--- config.mk ---
export PLATFORM = sky130hd
export DESIGN_NAME = cbs_receiver_flat
export DESIGN_NICKNAME = d
export VERILOG_FILES = /design/src/rtl/cbs_pkg.sv /design/src/rtl/cbs_link_if.sv /design/src/rtl/cbs_receiver.sv /design/src/flat_wrapper.sv
export SDC_FILE = /design/constraint.sdc
export NUM_CORES = 1
export LEC_CHECK = 0
export ABC_AREA = 1
export BUFFER_PORTS_ARGS = -buffer_cell sky130_fd_sc_hd__buf_4
export CAP_MARGIN = 10
export CORE_ASPECT_RATIO = 1.4
export CORE_UTILIZATION = 50
export CTS_CLUSTER_DIAMETER = 100
export DETAILED_ROUTE_END_ITERATION = 12
export PLACE_DENSITY = 0.65
export SLEW_MARGIN = 10
export SYNTH_ARGS = -nofsm -noshare
export SYNTH_HDL_FRONTEND = slang
export SYNTH_SLANG_ARGS = --single-unit
export TNS_END_PERCENT = 30
--- constraint.sdc ---
create_clock -name CLK -period 78.5 [get_ports CLK]
set_input_delay 7.85 -clock CLK [delete_from_list [all_inputs] [get_ports CLK]]
set_output_delay 7.85 -clock CLK [all_outputs]
set_load 0.03 [all_outputs]
--- src/rtl/cbs_pkg.sv ---
// Constants, types and helpers shared by both ends of the bridging sequencer link
// How it works
// - Six wired modes pick channel and resolution
// - Mode is a fixed set, latched once
// - Display shows mode number steadily
// - Violation must follow request within 4 s
// - Small interruption needs request within 3.7 s
// - Ten or fewer beams: request below 4 s
// - Field free over 1 s ends bridging
// - Flag and request low 0.1 s ends bridging
// - Control requests only with material near
// - Request comes from process, never button
// - Control drops request once material passed
// - Unknown exit: cap conveyor speed accordingly
// - Reduced resolution trips at eleven adjacent beams
// - Sync beams blocked over 60 s end bridging
package cbs_pkg;

  // ----------------------------------------------------------------
  // Clock and time base
  // ----------------------------------------------------------------
  localparam int  CLK_HZ       = 100_000_000;
  localparam int  TICK_HZ      = 1000;
  localparam int  TICK_CYCLES  = CLK_HZ / TICK_HZ;
  localparam int  TICK_W       = 17;
  localparam int  TMR_W        = 16;

  localparam real T_REQ_WIN_S    = 4.0;
  localparam real T_SMALL_WIN_S  = 3.7;
  localparam real T_FREE_END_S   = 1.0;
  localparam real T_CTRL_END_S   = 0.1;
  localparam real T_SYNC_MAX_S   = 60.0;

  // Windows are strict upper limits, so ticks round down
  localparam int  REQ_WIN_TICKS   = int'($floor(T_REQ_WIN_S * TICK_HZ));
  localparam int  SMALL_WIN_TICKS = int'($floor(T_SMALL_WIN_S * TICK_HZ));
  localparam int  FREE_END_TICKS  = int'($ceil(T_FREE_END_S * TICK_HZ));
  localparam int  CTRL_END_TICKS  = int'($ceil(T_CTRL_END_S * TICK_HZ));
  localparam int  SYNC_MAX_TICKS  = int'($floor(T_SYNC_MAX_S * TICK_HZ));

  // ----------------------------------------------------------------
  // Beams and modes
  // ----------------------------------------------------------------
  localparam int  NUM_BEAMS     = 32;
  localparam int  RUN_W         = 6;
  localparam int  TRIP_RUN      = 11;
  localparam int  MODE_CAP_WAIT = 3;

  localparam logic [2:0] MODE_RST  = 3'h0;
  localparam logic [1:0] CHAN_ONE  = 2'h1;
  localparam logic [1:0] CHAN_TWO  = 2'h2;
  localparam logic [1:0] OUT_OFF   = 2'h0;
  localparam logic [1:0] OUT_ON    = 2'h3;
  localparam logic [6:0] SEG_BLANK = 7'h00;
  localparam logic [6:0] SEG_ERR   = 7'h79;

  // Speed caps in mm/s when the control cannot see the exit; SPEED_FREE when it can
  localparam logic [7:0] SPEED_STD_MMS = 8'hC8;
  localparam logic [7:0] SPEED_RED_MMS = 8'h96;
  localparam logic [7:0] SPEED_FREE    = 8'hFF;

  typedef enum {
    ST_IDLE,
    ST_ARMED,
    ST_BRIDGE,
    ST_WAIT_DROP
  } cbs_state_t;

  function automatic logic [6:0] cbs_seg_of(input logic [2:0] mode);
    case (mode)
      3'h1:    cbs_seg_of = 7'h06;
      3'h2:    cbs_seg_of = 7'h5B;
      3'h3:    cbs_seg_of = 7'h4F;
      3'h4:    cbs_seg_of = 7'h66;
      3'h5:    cbs_seg_of = 7'h6D;
      3'h6:    cbs_seg_of = 7'h7D;
      default: cbs_seg_of = SEG_ERR;
    endcase
  endfunction

endpackage

--- src/rtl/cbs_link_if.sv ---
// Link between the light curtain receiver and the machine control
`timescale 1ns/100ps
interface cbs_link_if;
  logic gate_req;
  logic field_violation_flag;
  logic bridging_active;

  modport dev (
    input  gate_req,
    output field_violation_flag,
    output bridging_active
  );

  modport ctl (
    output gate_req,
    input  field_violation_flag,
    input  bridging_active
  );
endinterface

--- src/rtl/cbs_receiver.sv ---
// Receiver end: mode strap, beam evaluation and bridging sequencer
`timescale 1ns/100ps
module cbs_receiver #(
  parameter int TICK_CYCLES     = cbs_pkg::TICK_CYCLES,
  parameter int REQ_WIN_TICKS   = cbs_pkg::REQ_WIN_TICKS,
  parameter int SMALL_WIN_TICKS = cbs_pkg::SMALL_WIN_TICKS,
  parameter int FREE_END_TICKS  = cbs_pkg::FREE_END_TICKS,
  parameter int CTRL_END_TICKS  = cbs_pkg::CTRL_END_TICKS,
  parameter int SYNC_MAX_TICKS  = cbs_pkg::SYNC_MAX_TICKS
) (
  // Clock and reset
  input  wire logic                           CLK,
  input  wire logic                           RST_N,
  // Link to the machine control
  cbs_link_if.dev                             LINK,
  // Sensor side pins
  input  wire logic [2:0]                     MODE_SEL,
  input  wire logic [cbs_pkg::NUM_BEAMS-1:0]  BEAM_BLOCKED,
  // Outputs
  output logic      [1:0]                     SAFETY_OUTPUT_PAIR,
  output logic      [1:0]                     CHANNEL_SEL,
  output logic                                REDUCED_RES,
  output logic      [6:0]                     SEG_DIGIT,
  output logic                                MODE_FAULT
);

  localparam int NB = cbs_pkg::NUM_BEAMS;

  // ----------------------------------------------------------------
  // Pin synchronisers: a change counts once stages 2 and 3 agree
  // ----------------------------------------------------------------
  logic [NB-1:0] beam_s1_reg, beam_s2_reg, beam_s3_reg, beam_reg;
  logic [2:0]    mode_s1_reg, mode_s2_reg, mode_s3_reg, mode_q_reg;
  logic [NB-1:0] beam_next;
  logic [2:0]    mode_q_next;

  assign beam_next   = (beam_s2_reg & beam_s3_reg) | (beam_reg & (beam_s2_reg ^ beam_s3_reg));
  assign mode_q_next = (mode_s2_reg & mode_s3_reg) |
                       (mode_q_reg & (mode_s2_reg ^ mode_s3_reg));

  always_ff @(posedge CLK or negedge RST_N) begin
    if (!RST_N) begin
      beam_s1_reg <= '0;
      beam_s2_reg <= '0;
      beam_s3_reg <= '0;
      beam_reg    <= '0;
      mode_s1_reg <= cbs_pkg::MODE_RST;
      mode_s2_reg <= cbs_pkg::MODE_RST;
      mode_s3_reg <= cbs_pkg::MODE_RST;
      mode_q_reg  <= cbs_pkg::MODE_RST;
    end else begin
      beam_s1_reg <= BEAM_BLOCKED;
      beam_s2_reg <= beam_s1_reg;
      beam_s3_reg <= beam_s2_reg;
      beam_reg    <= beam_next;
      mode_s1_reg <= MODE_SEL;
      mode_s2_reg <= mode_s1_reg;
      mode_s3_reg <= mode_s2_reg;
      mode_q_reg  <= mode_q_next;
    end
  end

  // ----------------------------------------------------------------
  // Mode strap: caught once after reset release, then frozen
  // ----------------------------------------------------------------
  // Rewiring while running is ignored; only a reset (RST_N low) takes a new mode
  logic [2:0] mode_reg;
  logic [1:0] cap_cnt_reg;
  logic       mode_taken_reg;

  always_ff @(posedge CLK or negedge RST_N) begin
    if (!RST_N) begin
      mode_reg       <= cbs_pkg::MODE_RST;
      cap_cnt_reg    <= '0;
      mode_taken_reg <= 1'b0;
    end else if (!mode_taken_reg) begin
      if (cap_cnt_reg == 2'(cbs_pkg::MODE_CAP_WAIT)) begin
        // Agreed value of this edge; the filtered register is one edge behind
        mode_reg       <= mode_q_next;
        mode_taken_reg <= 1'b1;
      end else begin
        cap_cnt_reg <= cap_cnt_reg + 2'h1;
      end
    end
  end

  wire mode_ok  = mode_taken_reg && (mode_reg >= 3'h1) && (mode_reg <= 3'h6);
  wire red_mode = mode_ok && ((mode_reg == 3'h1) || (mode_reg == 3'h4));
  wire [1:0] chan_dec = (mode_reg <= 3'h3) ? cbs_pkg::CHAN_TWO : cbs_pkg::CHAN_ONE;
  wire [6:0] seg_dec  = mode_taken_reg ? cbs_pkg::cbs_seg_of(mode_reg) : cbs_pkg::SEG_BLANK;

  // ----------------------------------------------------------------
  // Beam evaluation: longest run of adjacent blocked beams
  // ----------------------------------------------------------------
  logic [cbs_pkg::RUN_W-1:0] run_len, run_max;

  always_comb begin
    run_len = '0;
    run_max = '0;
    for (int i = 0; i < NB; i++) begin
      run_len = beam_reg[i] ? run_len + 1'b1 : '0;
      if (run_len > run_max) run_max = run_len;
    end
  end

  wire any_blk   = |beam_reg;
  wire big_run   = run_max >= cbs_pkg::RUN_W'(cbs_pkg::TRIP_RUN);
  wire small_int = any_blk && !big_run;
  wire sync_both = beam_reg[0] && beam_reg[NB-1];

  // ----------------------------------------------------------------
  // Millisecond tick and timers
  // ----------------------------------------------------------------
  logic [cbs_pkg::TICK_W-1:0] div_reg;
  logic                       tick_reg;
  logic [cbs_pkg::TMR_W-1:0]  win_tmr_reg, small_tmr_reg, end_tmr_reg, ctl_tmr_reg, sync_tmr_reg;

  always_ff @(posedge CLK or negedge RST_N) begin
    if (!RST_N) begin
      div_reg  <= '0;
      tick_reg <= 1'b0;
    end else begin
      tick_reg <= (div_reg == cbs_pkg::TICK_W'(TICK_CYCLES - 1));
      div_reg  <= (div_reg == cbs_pkg::TICK_W'(TICK_CYCLES - 1)) ? '0 : div_reg + 1'b1;
    end
  end

  // ----------------------------------------------------------------
  // Sequencer
  // ----------------------------------------------------------------
  cbs_pkg::cbs_state_t state_reg, state_next;
  logic                gate_q_reg;

  wire req      = LINK.gate_req;
  wire req_rise = req && !gate_q_reg;
  wire bridging = (state_reg == cbs_pkg::ST_BRIDGE);

  // Reduced resolution applies only while the request is low and no bridge is active
  wire reduced_now = red_mode && !req && !bridging;
  wire violation   = reduced_now ? big_run : any_blk;

  wire win_open   = win_tmr_reg < cbs_pkg::TMR_W'(REQ_WIN_TICKS);
  wire small_open = small_tmr_reg < cbs_pkg::TMR_W'(SMALL_WIN_TICKS);
  wire free_done  = end_tmr_reg > cbs_pkg::TMR_W'(FREE_END_TICKS);
  wire ctl_done   = ctl_tmr_reg > cbs_pkg::TMR_W'(CTRL_END_TICKS);
  wire sync_done  = sync_tmr_reg > cbs_pkg::TMR_W'(SYNC_MAX_TICKS);

  always_comb begin
    state_next = state_reg;
    case (state_reg)
      cbs_pkg::ST_IDLE: begin
        if (!mode_ok) begin
          state_next = cbs_pkg::ST_IDLE;
        end else if (req_rise && red_mode && small_int && small_open) begin
          state_next = cbs_pkg::ST_BRIDGE;
        end else if (req_rise && red_mode && small_int) begin
          // Interruption older than its window: refuse, else ARMED would bridge at once
          state_next = cbs_pkg::ST_WAIT_DROP;
        end else if (req_rise) begin
          state_next = cbs_pkg::ST_ARMED;
        end
      end
      cbs_pkg::ST_ARMED: begin
        if (!req) begin
          state_next = cbs_pkg::ST_IDLE;
        end else if (any_blk && win_open) begin
          state_next = cbs_pkg::ST_BRIDGE;
        end else if (!win_open) begin
          state_next = cbs_pkg::ST_WAIT_DROP;
        end
      end
      cbs_pkg::ST_BRIDGE: begin
        if (free_done || ctl_done || sync_done) begin
          state_next = cbs_pkg::ST_WAIT_DROP;
        end
      end
      cbs_pkg::ST_WAIT_DROP: begin
        if (!req) state_next = cbs_pkg::ST_IDLE;
      end
      default: state_next = cbs_pkg::ST_IDLE;
    endcase
  end

  always_ff @(posedge CLK or negedge RST_N) begin
    if (!RST_N) begin
      state_reg  <= cbs_pkg::ST_IDLE;
      gate_q_reg <= 1'b0;
    end else begin
      state_reg  <= state_next;
      gate_q_reg <= req;
    end
  end

  // Timers other than small_tmr_reg restart on each state change so their windows are measured fresh
  wire st_chg = (state_next != state_reg);

  always_ff @(posedge CLK or negedge RST_N) begin
    if (!RST_N) begin
      win_tmr_reg   <= '0;
      small_tmr_reg <= '0;
      end_tmr_reg   <= '0;
      ctl_tmr_reg   <= '0;
      sync_tmr_reg  <= '0;
    end else begin
      if (st_chg || state_reg != cbs_pkg::ST_ARMED) win_tmr_reg <= '0;
      else if (tick_reg && win_open) win_tmr_reg <= win_tmr_reg + 1'b1;
      // Age of a small interruption, held at the limit so it cannot wrap
      if (!small_int) small_tmr_reg <= '0;
      else if (tick_reg && small_open) small_tmr_reg <= small_tmr_reg + 1'b1;
      if (st_chg || !bridging || any_blk) end_tmr_reg <= '0;
      else if (tick_reg && !free_done) end_tmr_reg <= end_tmr_reg + 1'b1;
      if (st_chg || !bridging || any_blk || req) ctl_tmr_reg <= '0;
      else if (tick_reg && !ctl_done) ctl_tmr_reg <= ctl_tmr_reg + 1'b1;
      if (st_chg || !bridging || !sync_both) sync_tmr_reg <= '0;
      else if (tick_reg && !sync_done) sync_tmr_reg <= sync_tmr_reg + 1'b1;
    end
  end

  // ----------------------------------------------------------------
  // Registered outputs
  // ----------------------------------------------------------------
  wire       bridge_next = (state_next == cbs_pkg::ST_BRIDGE);
  wire [1:0] out_next    = (mode_ok && (bridge_next || !violation)) ?
                           cbs_pkg::OUT_ON : cbs_pkg::OUT_OFF;

  always_ff @(posedge CLK or negedge RST_N) begin
    if (!RST_N) begin
      SAFETY_OUTPUT_PAIR        <= cbs_pkg::OUT_OFF;
      LINK.bridging_active      <= 1'b0;
      LINK.field_violation_flag <= 1'b0;
      CHANNEL_SEL               <= cbs_pkg::CHAN_TWO;
      REDUCED_RES               <= 1'b0;
      SEG_DIGIT                 <= cbs_pkg::SEG_BLANK;
      MODE_FAULT                <= 1'b0;
    end else begin
      SAFETY_OUTPUT_PAIR        <= out_next;
      LINK.bridging_active      <= bridge_next;
      LINK.field_violation_flag <= violation;
      CHANNEL_SEL               <= chan_dec;
      REDUCED_RES               <= reduced_now;
      SEG_DIGIT                 <= seg_dec;
      MODE_FAULT                <= mode_taken_reg && !mode_ok;
    end
  end

endmodule // cbs_receiver

--- src/flat_wrapper.sv ---
// flat-port wrapper written by rule: the top's interface ports become plain ports
module cbs_receiver_flat 
#(
  parameter int TICK_CYCLES     = cbs_pkg::TICK_CYCLES,
  parameter int REQ_WIN_TICKS   = cbs_pkg::REQ_WIN_TICKS,
  parameter int SMALL_WIN_TICKS = cbs_pkg::SMALL_WIN_TICKS,
  parameter int FREE_END_TICKS  = cbs_pkg::FREE_END_TICKS,
  parameter int CTRL_END_TICKS  = cbs_pkg::CTRL_END_TICKS,
  parameter int SYNC_MAX_TICKS  = cbs_pkg::SYNC_MAX_TICKS
)
  (CLK, RST_N, MODE_SEL, BEAM_BLOCKED, SAFETY_OUTPUT_PAIR, CHANNEL_SEL, REDUCED_RES, SEG_DIGIT, MODE_FAULT, LINK_gate_req, LINK_field_violation_flag, LINK_bridging_active);
  cbs_link_if LINK_i ();
  input  wire logic CLK;
  input  wire logic RST_N;
  input  wire logic [2:0] MODE_SEL;
  input  wire logic [cbs_pkg::NUM_BEAMS-1:0] BEAM_BLOCKED;
  output logic      [1:0] SAFETY_OUTPUT_PAIR;
  output logic      [1:0] CHANNEL_SEL;
  output logic REDUCED_RES;
  output logic      [6:0] SEG_DIGIT;
  output logic MODE_FAULT;
  input wire logic [$bits(LINK_i.gate_req)-1:0] LINK_gate_req;
  output wire logic [$bits(LINK_i.field_violation_flag)-1:0] LINK_field_violation_flag;
  output wire logic [$bits(LINK_i.bridging_active)-1:0] LINK_bridging_active;
  assign LINK_i.gate_req = LINK_gate_req;
  assign LINK_field_violation_flag = LINK_i.field_violation_flag;
  assign LINK_bridging_active = LINK_i.bridging_active;
  cbs_receiver #(.TICK_CYCLES(TICK_CYCLES), .REQ_WIN_TICKS(REQ_WIN_TICKS), .SMALL_WIN_TICKS(SMALL_WIN_TICKS), .FREE_END_TICKS(FREE_END_TICKS), .CTRL_END_TICKS(CTRL_END_TICKS), .SYNC_MAX_TICKS(SYNC_MAX_TICKS)) u_core (.CLK(CLK), .RST_N(RST_N), .LINK(LINK_i), .MODE_SEL(MODE_SEL), .BEAM_BLOCKED(BEAM_BLOCKED), .SAFETY_OUTPUT_PAIR(SAFETY_OUTPUT_PAIR), .CHANNEL_SEL(CHANNEL_SEL), .REDUCED_RES(REDUCED_RES), .SEG_DIGIT(SEG_DIGIT), .MODE_FAULT(MODE_FAULT));
endmodule
# After elaboration in Yosys (flattened, before gate mapping)
# Index checks and enable logic that the tools add are counted.
classes:
  addsub: 38
  order_cmp: 41
  eq_ne: 16
  muxes: 92
  n_bitwise: 10
  n_reduce_logical: 46
op_table:
  columns: ["operator", "count"]
  rows:
  - ["6-bit two-way mux", 63]
  - ["32-bit two-way mux", 9]
  - ["6-bit by 1-bit adder with 6-bit output, second input constant", 31]
  - ["6-bit > comparator", 31]
  - ["16-bit two-way mux", 10]
  - ["32-bit one-hot mux with 4 select lines", 1]
  - ["16-bit by 1-bit adder with 16-bit output, second input constant", 5]
  - ["32-bit bitwise AND", 2]
  - ["32-bit by 2-bit == test with 1-bit output, second input constant", 2]
  - ["32-bit by 3-bit == test with 1-bit output, second input constant", 2]
  - ["7-bit one-hot mux with 6 select lines", 1]
  - ["32-bit by 1-bit == test with 1-bit output, second input constant", 1]
  - ["32-bit zero test", 1]
  - ["16-bit by 12-bit less-than comparator with 1-bit output, second input constant", 2]
  - ["32-bit by 2-bit != test with 1-bit output, second input constant", 1]
  - ["32-bit != test", 1]
  - ["32-bit OR", 1]
  - ["32-bit OR reduction", 1]
  - ["32-bit bitwise XOR", 1]
  - ["1-bit logical AND", 19]
  - ["17-bit by 1-bit adder with 17-bit output, second input constant", 1]
  - ["17-bit == test, second input constant", 1]
  - ["17-bit two-way mux", 1]
  - ["16-bit by 10-bit > comparator with 1-bit output, second input constant", 1]
  - ["24 further kinds", 54]
word_totals:
  regBits: 292
  in_bits: 38
  output_inout_bits: 15

# Logic depth before layout (Yosys ltp)
logic_depth:
  depth_word: 78
  ltp_mapped: 289
  mapped_depth_nobuf: 268

# Least setup slack after synthesis
# OpenSTA, ideal clock, no wires.
synth_path:
  path_kind: "reg2reg"
  from: "register u_core.beam_reg[0]"
  to: "register u_core.sync_tmr_reg[12] (netlist name)"
  setup_ns: 0.069
  t_arrival_ns: 33.090
  slack_ns: 45.341
  stages_incl_launch_ff: 276
  n_path_buf: 22
  period_less_slack_ns: 33.159
  path_cell_list: "dfrtp_1 -> ha_1 -> ha_1 -> nand2_1 -> inv_1 -> o22ai_1 -> a21oi_1 -> o21ai_0 -> a21oi_1 -> o21ai_0 -> ha_1 -> inv_1 -> nand2_1 -> nand2_1 -> nand2_1 -> nand2_1 -> nand2_1 -> nand2_1 -> [240 not listed] -> ha_1 -> nand2_1 -> nor2_1 -> o21ai_0 -> a32oi_1 -> inv_1 -> nand3_1 -> nand2_2 -> nor2_2 -> nand4_2 -> o21bai_2 -> nand2_1 -> nand2_2 -> nand3_4 -> nor2_8 -> nand4_4 -> buf_12 -> nor2_2"
synth_via:
  elab_chain_cells: 77
synth_lines:
  columns: ["element", "line", "rtl"]
  rows:
  - ["start: declaration", "cbs_receiver.sv:32", "logic [NB-1:0] beam_s1_reg, beam_s2_reg, beam_s3_reg, beam_reg;"]
  - ["start signal: assignment", "cbs_receiver.sv:55", "beam_reg <= beam_next;"]
  - ["1-bit two-way mux", "cbs_receiver.sv:101", "run_len = beam_reg[i] ? run_len + 1'b1 : '0;"]
  - ["6-bit by 1-bit adder with 6-bit output / 6-bit by 1-bit > comparator with 1-bit output (equally long branches)", "cbs_receiver.sv:101, cbs_receiver.sv:102", null]
  - ["6-bit two-way mux, on equally long branches", "cbs_receiver.sv:101, cbs_receiver.sv:102", null]
  - ["6-bit by 1-bit adder with 6-bit output / 6-bit > comparator (equally long branches)", "cbs_receiver.sv:101, cbs_receiver.sv:102", null]
  - ["6-bit two-way mux, on equally long branches", "cbs_receiver.sv:101, cbs_receiver.sv:102", null]
  - ["6-bit by 1-bit adder with 6-bit output / 6-bit > comparator (equally long branches)", "cbs_receiver.sv:101, cbs_receiver.sv:102", null]
  - ["6-bit two-way mux, on equally long branches", "cbs_receiver.sv:101, cbs_receiver.sv:102", null]
  - ["6-bit by 1-bit adder with 6-bit output / 6-bit > comparator (equally long branches)", "cbs_receiver.sv:101, cbs_receiver.sv:102", null]
  - ["[61 not listed]", null, null]
  - ["32-bit two-way mux / 1-bit logical AND (equally long branches)", "cbs_receiver.sv:156, cbs_receiver.sv:154", null]
  - ["32-bit two-way mux", "cbs_receiver.sv:154", "end else if (req_rise && red_mode && small_int && small_open) begin"]
  - ["32-bit two-way mux", "cbs_receiver.sv:152", "if (!mode_ok) begin"]
  - ["32-bit one-hot mux with 4 select lines *", "cbs_receiver.sv:150", "case (state_reg)"]
  - ["net u_core.state_next[0]", "cbs_receiver.sv:131", "cbs_pkg::cbs_state_t state_reg, state_next;"]
  - ["32-bit != test *", "cbs_receiver.sv:195", "wire st_chg = (state_next != state_reg);"]
  - ["1-bit logical OR * (2 in a row)", "cbs_receiver.sv:214", "if (st_chg || !bridging || !sync_both) sync_tmr_reg <= '0;"]
  - ["16-bit two-way mux / 2-bit nonzero test (equally long branches)", null, null]
  - ["end signal: assignment", "cbs_receiver.sv:215", "else if (tick_reg && !sync_done) sync_tmr_reg <= sync_tmr_reg + 1'b1;"]
  - ["end: declaration", "cbs_receiver.sv:116", "logic [cbs_pkg::TMR_W-1:0] win_tmr_reg, small_tmr_reg, end_tmr_reg, ctl_tmr_reg, sync_tmr_reg;"]
# Mark *: on every way through the listed nets, which the timed path passes. The rest lies on a longest branch.
# A chain may end at the register's enable or synchronous reset.

# Worst setup path in the final report
layout_path:
  from: "register u_core.beam_reg[0]"
  to: "register u_core.win_tmr_reg[11] (netlist name)"
layout_via:
  elab_chain_cells: 76
layout_lines:
  columns: ["element", "line", "rtl"]
  rows:
  - ["1-bit two-way mux", "cbs_receiver.sv:101", null]
  - ["6-bit by 1-bit adder with 6-bit output / 6-bit by 1-bit > comparator with 1-bit output (equally long branches)", "cbs_receiver.sv:101, cbs_receiver.sv:102", null]
  - ["6-bit two-way mux, on equally long branches", "cbs_receiver.sv:101, cbs_receiver.sv:102", null]
  - ["6-bit by 1-bit adder with 6-bit output / 6-bit > comparator (equally long branches)", "cbs_receiver.sv:101, cbs_receiver.sv:102", null]
  - ["6-bit two-way mux, on equally long branches", "cbs_receiver.sv:101, cbs_receiver.sv:102", null]
  - ["6-bit by 1-bit adder with 6-bit output / 6-bit > comparator (equally long branches)", "cbs_receiver.sv:101, cbs_receiver.sv:102", null]
  - ["6-bit two-way mux, on equally long branches", "cbs_receiver.sv:101, cbs_receiver.sv:102", null]
  - ["6-bit by 1-bit adder with 6-bit output / 6-bit > comparator (equally long branches)", "cbs_receiver.sv:101, cbs_receiver.sv:102", null]
  - ["[61 not listed]", null, null]
  - ["32-bit two-way mux / 1-bit logical AND (equally long branches)", "cbs_receiver.sv:156, cbs_receiver.sv:154", null]
  - ["32-bit two-way mux", "cbs_receiver.sv:154", null]
  - ["32-bit two-way mux", "cbs_receiver.sv:152", null]
  - ["32-bit one-hot mux with 4 select lines *", "cbs_receiver.sv:150", null]
  - ["net u_core.state_next[0]", "cbs_receiver.sv:131", null]
  - ["32-bit != test *", "cbs_receiver.sv:195", null]
  - ["1-bit logical OR *", "cbs_receiver.sv:205", "if (st_chg || state_reg != cbs_pkg::ST_ARMED) win_tmr_reg <= '0;"]
  - ["16-bit two-way mux / 2-bit nonzero test (equally long branches)", null, null]
  - ["end signal: assignment", "cbs_receiver.sv:206", "else if (tick_reg && win_open) win_tmr_reg <= win_tmr_reg + 1'b1;"]
  - ["end: declaration", "cbs_receiver.sv:116", null]
# Marked as above.

==> out/metrics.csv <==
stage,metric,value,unit
sta,Pins Over Slew Limit,0,
synth,Mean Syn Cell Area,7.61,sq um
setup_path,crit path launch type,flip-flop,
setup_path,most frequent CP cell,nand2_1,
die,I/O pin cnt,53,
clock_tree,PostCTS Resize Cnt,0,
grt,gr usage total,22.7,%
grt,wire length of the first global-routing pass,82.6,mm
sta,Final Hold Viols,0,
synth,Synth area leaders,"dfrtp_1 33%, nand2_1 9.1%, ha_1 8.9%",
layout,"Area growth, synth to finish",9.00,%
clock_tree,Clock transition at path regs,0.06,ns
setup_path,"Data required, critical path",79.00,ns
grt,vias in the first global route,17900,
die,die width,178,microns
min_path,worst hold start,u_core.beam_s1_reg[4]$_DFF_PN0_,
place,port bufs,52,
clock_tree,"Hold-fix buffers, CTS",0,
synth,Syn. warnings,0,
clock_tree,TritonCTS clock tree,done,
clock_tree,# Post-CTS Setup Buffers,0,
min_path,path type of the worst min-delay path,reg -> reg,
sta,Fmax achieved,25.7,MHz
die,Die Ht,248,microns
die,core area,42400,sq um
sta,min Tclk post-route,38.88,ns
clock_tree,Clock Sinks,290,
setup_path,CP max stage delay,0.61,ns
synth,asr flop ratio synth,100,%
routing,WL final,49.1,mm
setup_path,worst-path fanout max,12,
outcome,status,"complete, no violations",
sta,clock skew,0.0176,ns
synth,Syn Inst Count,2840,
clock_tree,clk root buf,clkbuf_16,
setup_path,worst r2r src,u_core.beam_reg[0]$_DFF_PN0_,
clock_tree,Worst-Skew Late Latency,0.59,ns
synth,register area share after synthesis,33.6,%
sta,RSZ-0062 raised after global routing,false,
clock_tree,total CTS buffers,30,
clock_tree,H-tree levels,1,
run,Max-Cap Viols,0,
sta,relative slew slack,35.3,%
grt,largest net degree at the start of global routing,165,
routing,# DRC,0,
die,Die ar.,44000,sq um
layout,Layout Nets,3136,
place,Final GP Congestion,0.920,
sta,final critical-path share of the clock period,49.5,%
routing,DRT iter0 DRCs,939,
sta,Final TNS setup,0,ns
synth,"EDFF count, synth",0,
synth,Synth top cells by count,"522 x nand2_1, 461 x inv_1, 367 x nand3_1",
die,initial cell density of the core,50.9,%
routing,DR vias/cell,5.22,
synth,most used flip-flop cell after synthesis,dfrtp_1,
routing,DRT Pass-1 Iters,5,
setup_path,Crit path max-delay family,simple AND/OR/NAND/NOR gates,
synth,"FF+latch count, synth",290,
die,# rows,89,
synth,leading area contributor after synthesis,dfrtp_1,
routing,antenna-violating nets left,0,
place,Post-DP Area,22500,sq um
layout,Diodes inserted,0,
routing,Avg WL per Cell,14.0,microns
routing,vias,18300,
setup_path,Arrival @ worst endpoint,39.38,ns
setup_path,Crit Path Class,reg -> reg,
setup_path,CP max-delay cell,nand4_2,
synth,library cell with the highest instance count after synthesis,nand2_1,
setup_path,critical path capture point type,flip-flop,
sta,final setup fails,0,
synth,Yosys top cell area share,33.5,%
sta,Worst Tran Pin Value,0.964,ns
place,hpwl dp,39.1,mm
setup_path,CP bufs+invs,26,
synth,post-synth cell types,65,
layout,design area,23500,sq um
grt,GR Overflow Total,0,
setup_path,CP startpoint,u_core.beam_reg[0]$_DFF_PN0_,
synth,post-synthesis cell area,21600,sq um
grt,initial antenna violation count,0,
layout,layout cells sized above 1,13.5,%
clock_tree,CTS Buffer Depth,3,
[logic make-up after synthesis]
group | share of synthesized area [%]
other | 0.0348
buffers and inverters | 10.1
AOI/OAI and AO/OA | 8.38
muxes | 0.0927
adders and majority gates | 8.86
and+or+nand+nor | 36.7
DFF | 33.6
xor gates and xnor gates | 2.19
[final cells by class]
| cell class | instances | area [sq um] |
|---|---|---|
| clock inverter | 13 | 124 |
| inverter | 479 | 1830 |
| timing repair buffer | 53 | 418 |
| tap | 546 | 683 |
| sequential | 290 | 7260 |
| fill | 3979 | 18900 |
| clock buffer | 42 | 876 |
| multi-input combinational | 2091 | 12400 |
[cells in the final DEF, fill, tap and decap left out, types with 35 or more instances in the layout]
cell,Yosys,layout
a21oi_1,58,58
nor4_1,35,35
nand2_1,522,522
nor3_1,67,67
ha_1,153,153
inv_1,461,461
nor2_2,43,43
conb_1,2,56
nand3_1,367,367
nand3_2,35,35
o21ai_0,115,115
o21bai_1,49,49
xor2_1,48,48
dfrtp_1,289,289
a21o_1,36,36
nor2_4,42,42
nor2_1,226,226
nand2_2,92,92
buf_4,4,51
[through the flow]
stage | instances | utilization, % | hold WS, ns | setup slack [ns]
6_report | 3514 | 55.5 | 0.346 | 39.62
5_1_grt | 3514 | 55.5 | 0.349 | 35.34
4_1_cts | 3514 | 55.5 | 0.348 | 39.66
3_5_place_dp | 3459 | 53.1 | 0.335 | 39.78
3_3_place_gp | 3459 | 53.1 | 0.332 | 41.04
2_1_floorplan | 2894 | - | 0.331 | 45.34
[final timing paths]
check                                                endpoint  slack (ns)  cells past startpoint
min                           u_core.beam_s2_reg[4]$_DFF_PN0_        0.35                      0
max reg2reg                u_core.win_tmr_reg[11]$_DFFE_PN0P_       39.62                    243
min reg2reg                   u_core.beam_s2_reg[4]$_DFF_PN0_        0.35                      0
max in group asynchronous       u_core.beam_reg[18]$_DFF_PN0_       69.78                      2
max                        u_core.win_tmr_reg[11]$_DFFE_PN0P_       39.62                    243
min in group asynchronous  u_core.ctl_tmr_reg[13]$_DFFE_PN0P_        7.32                      1
[layer usage]
layer / GRT usage, % / up-vias / wire [microns]
met5: 0 / - / 0
met4: 8.60 / 0 / 1490
met3: 2.44 / 98 / 1650
met2: 42.0 / 307 / 24900
met1: 26.7 / 8510 / 21100
li1: - / 9415 / -
Power is left out: the tool's default activity adds up to more than one toggle a clock period on the data nets, which glitch-free logic cannot reach.
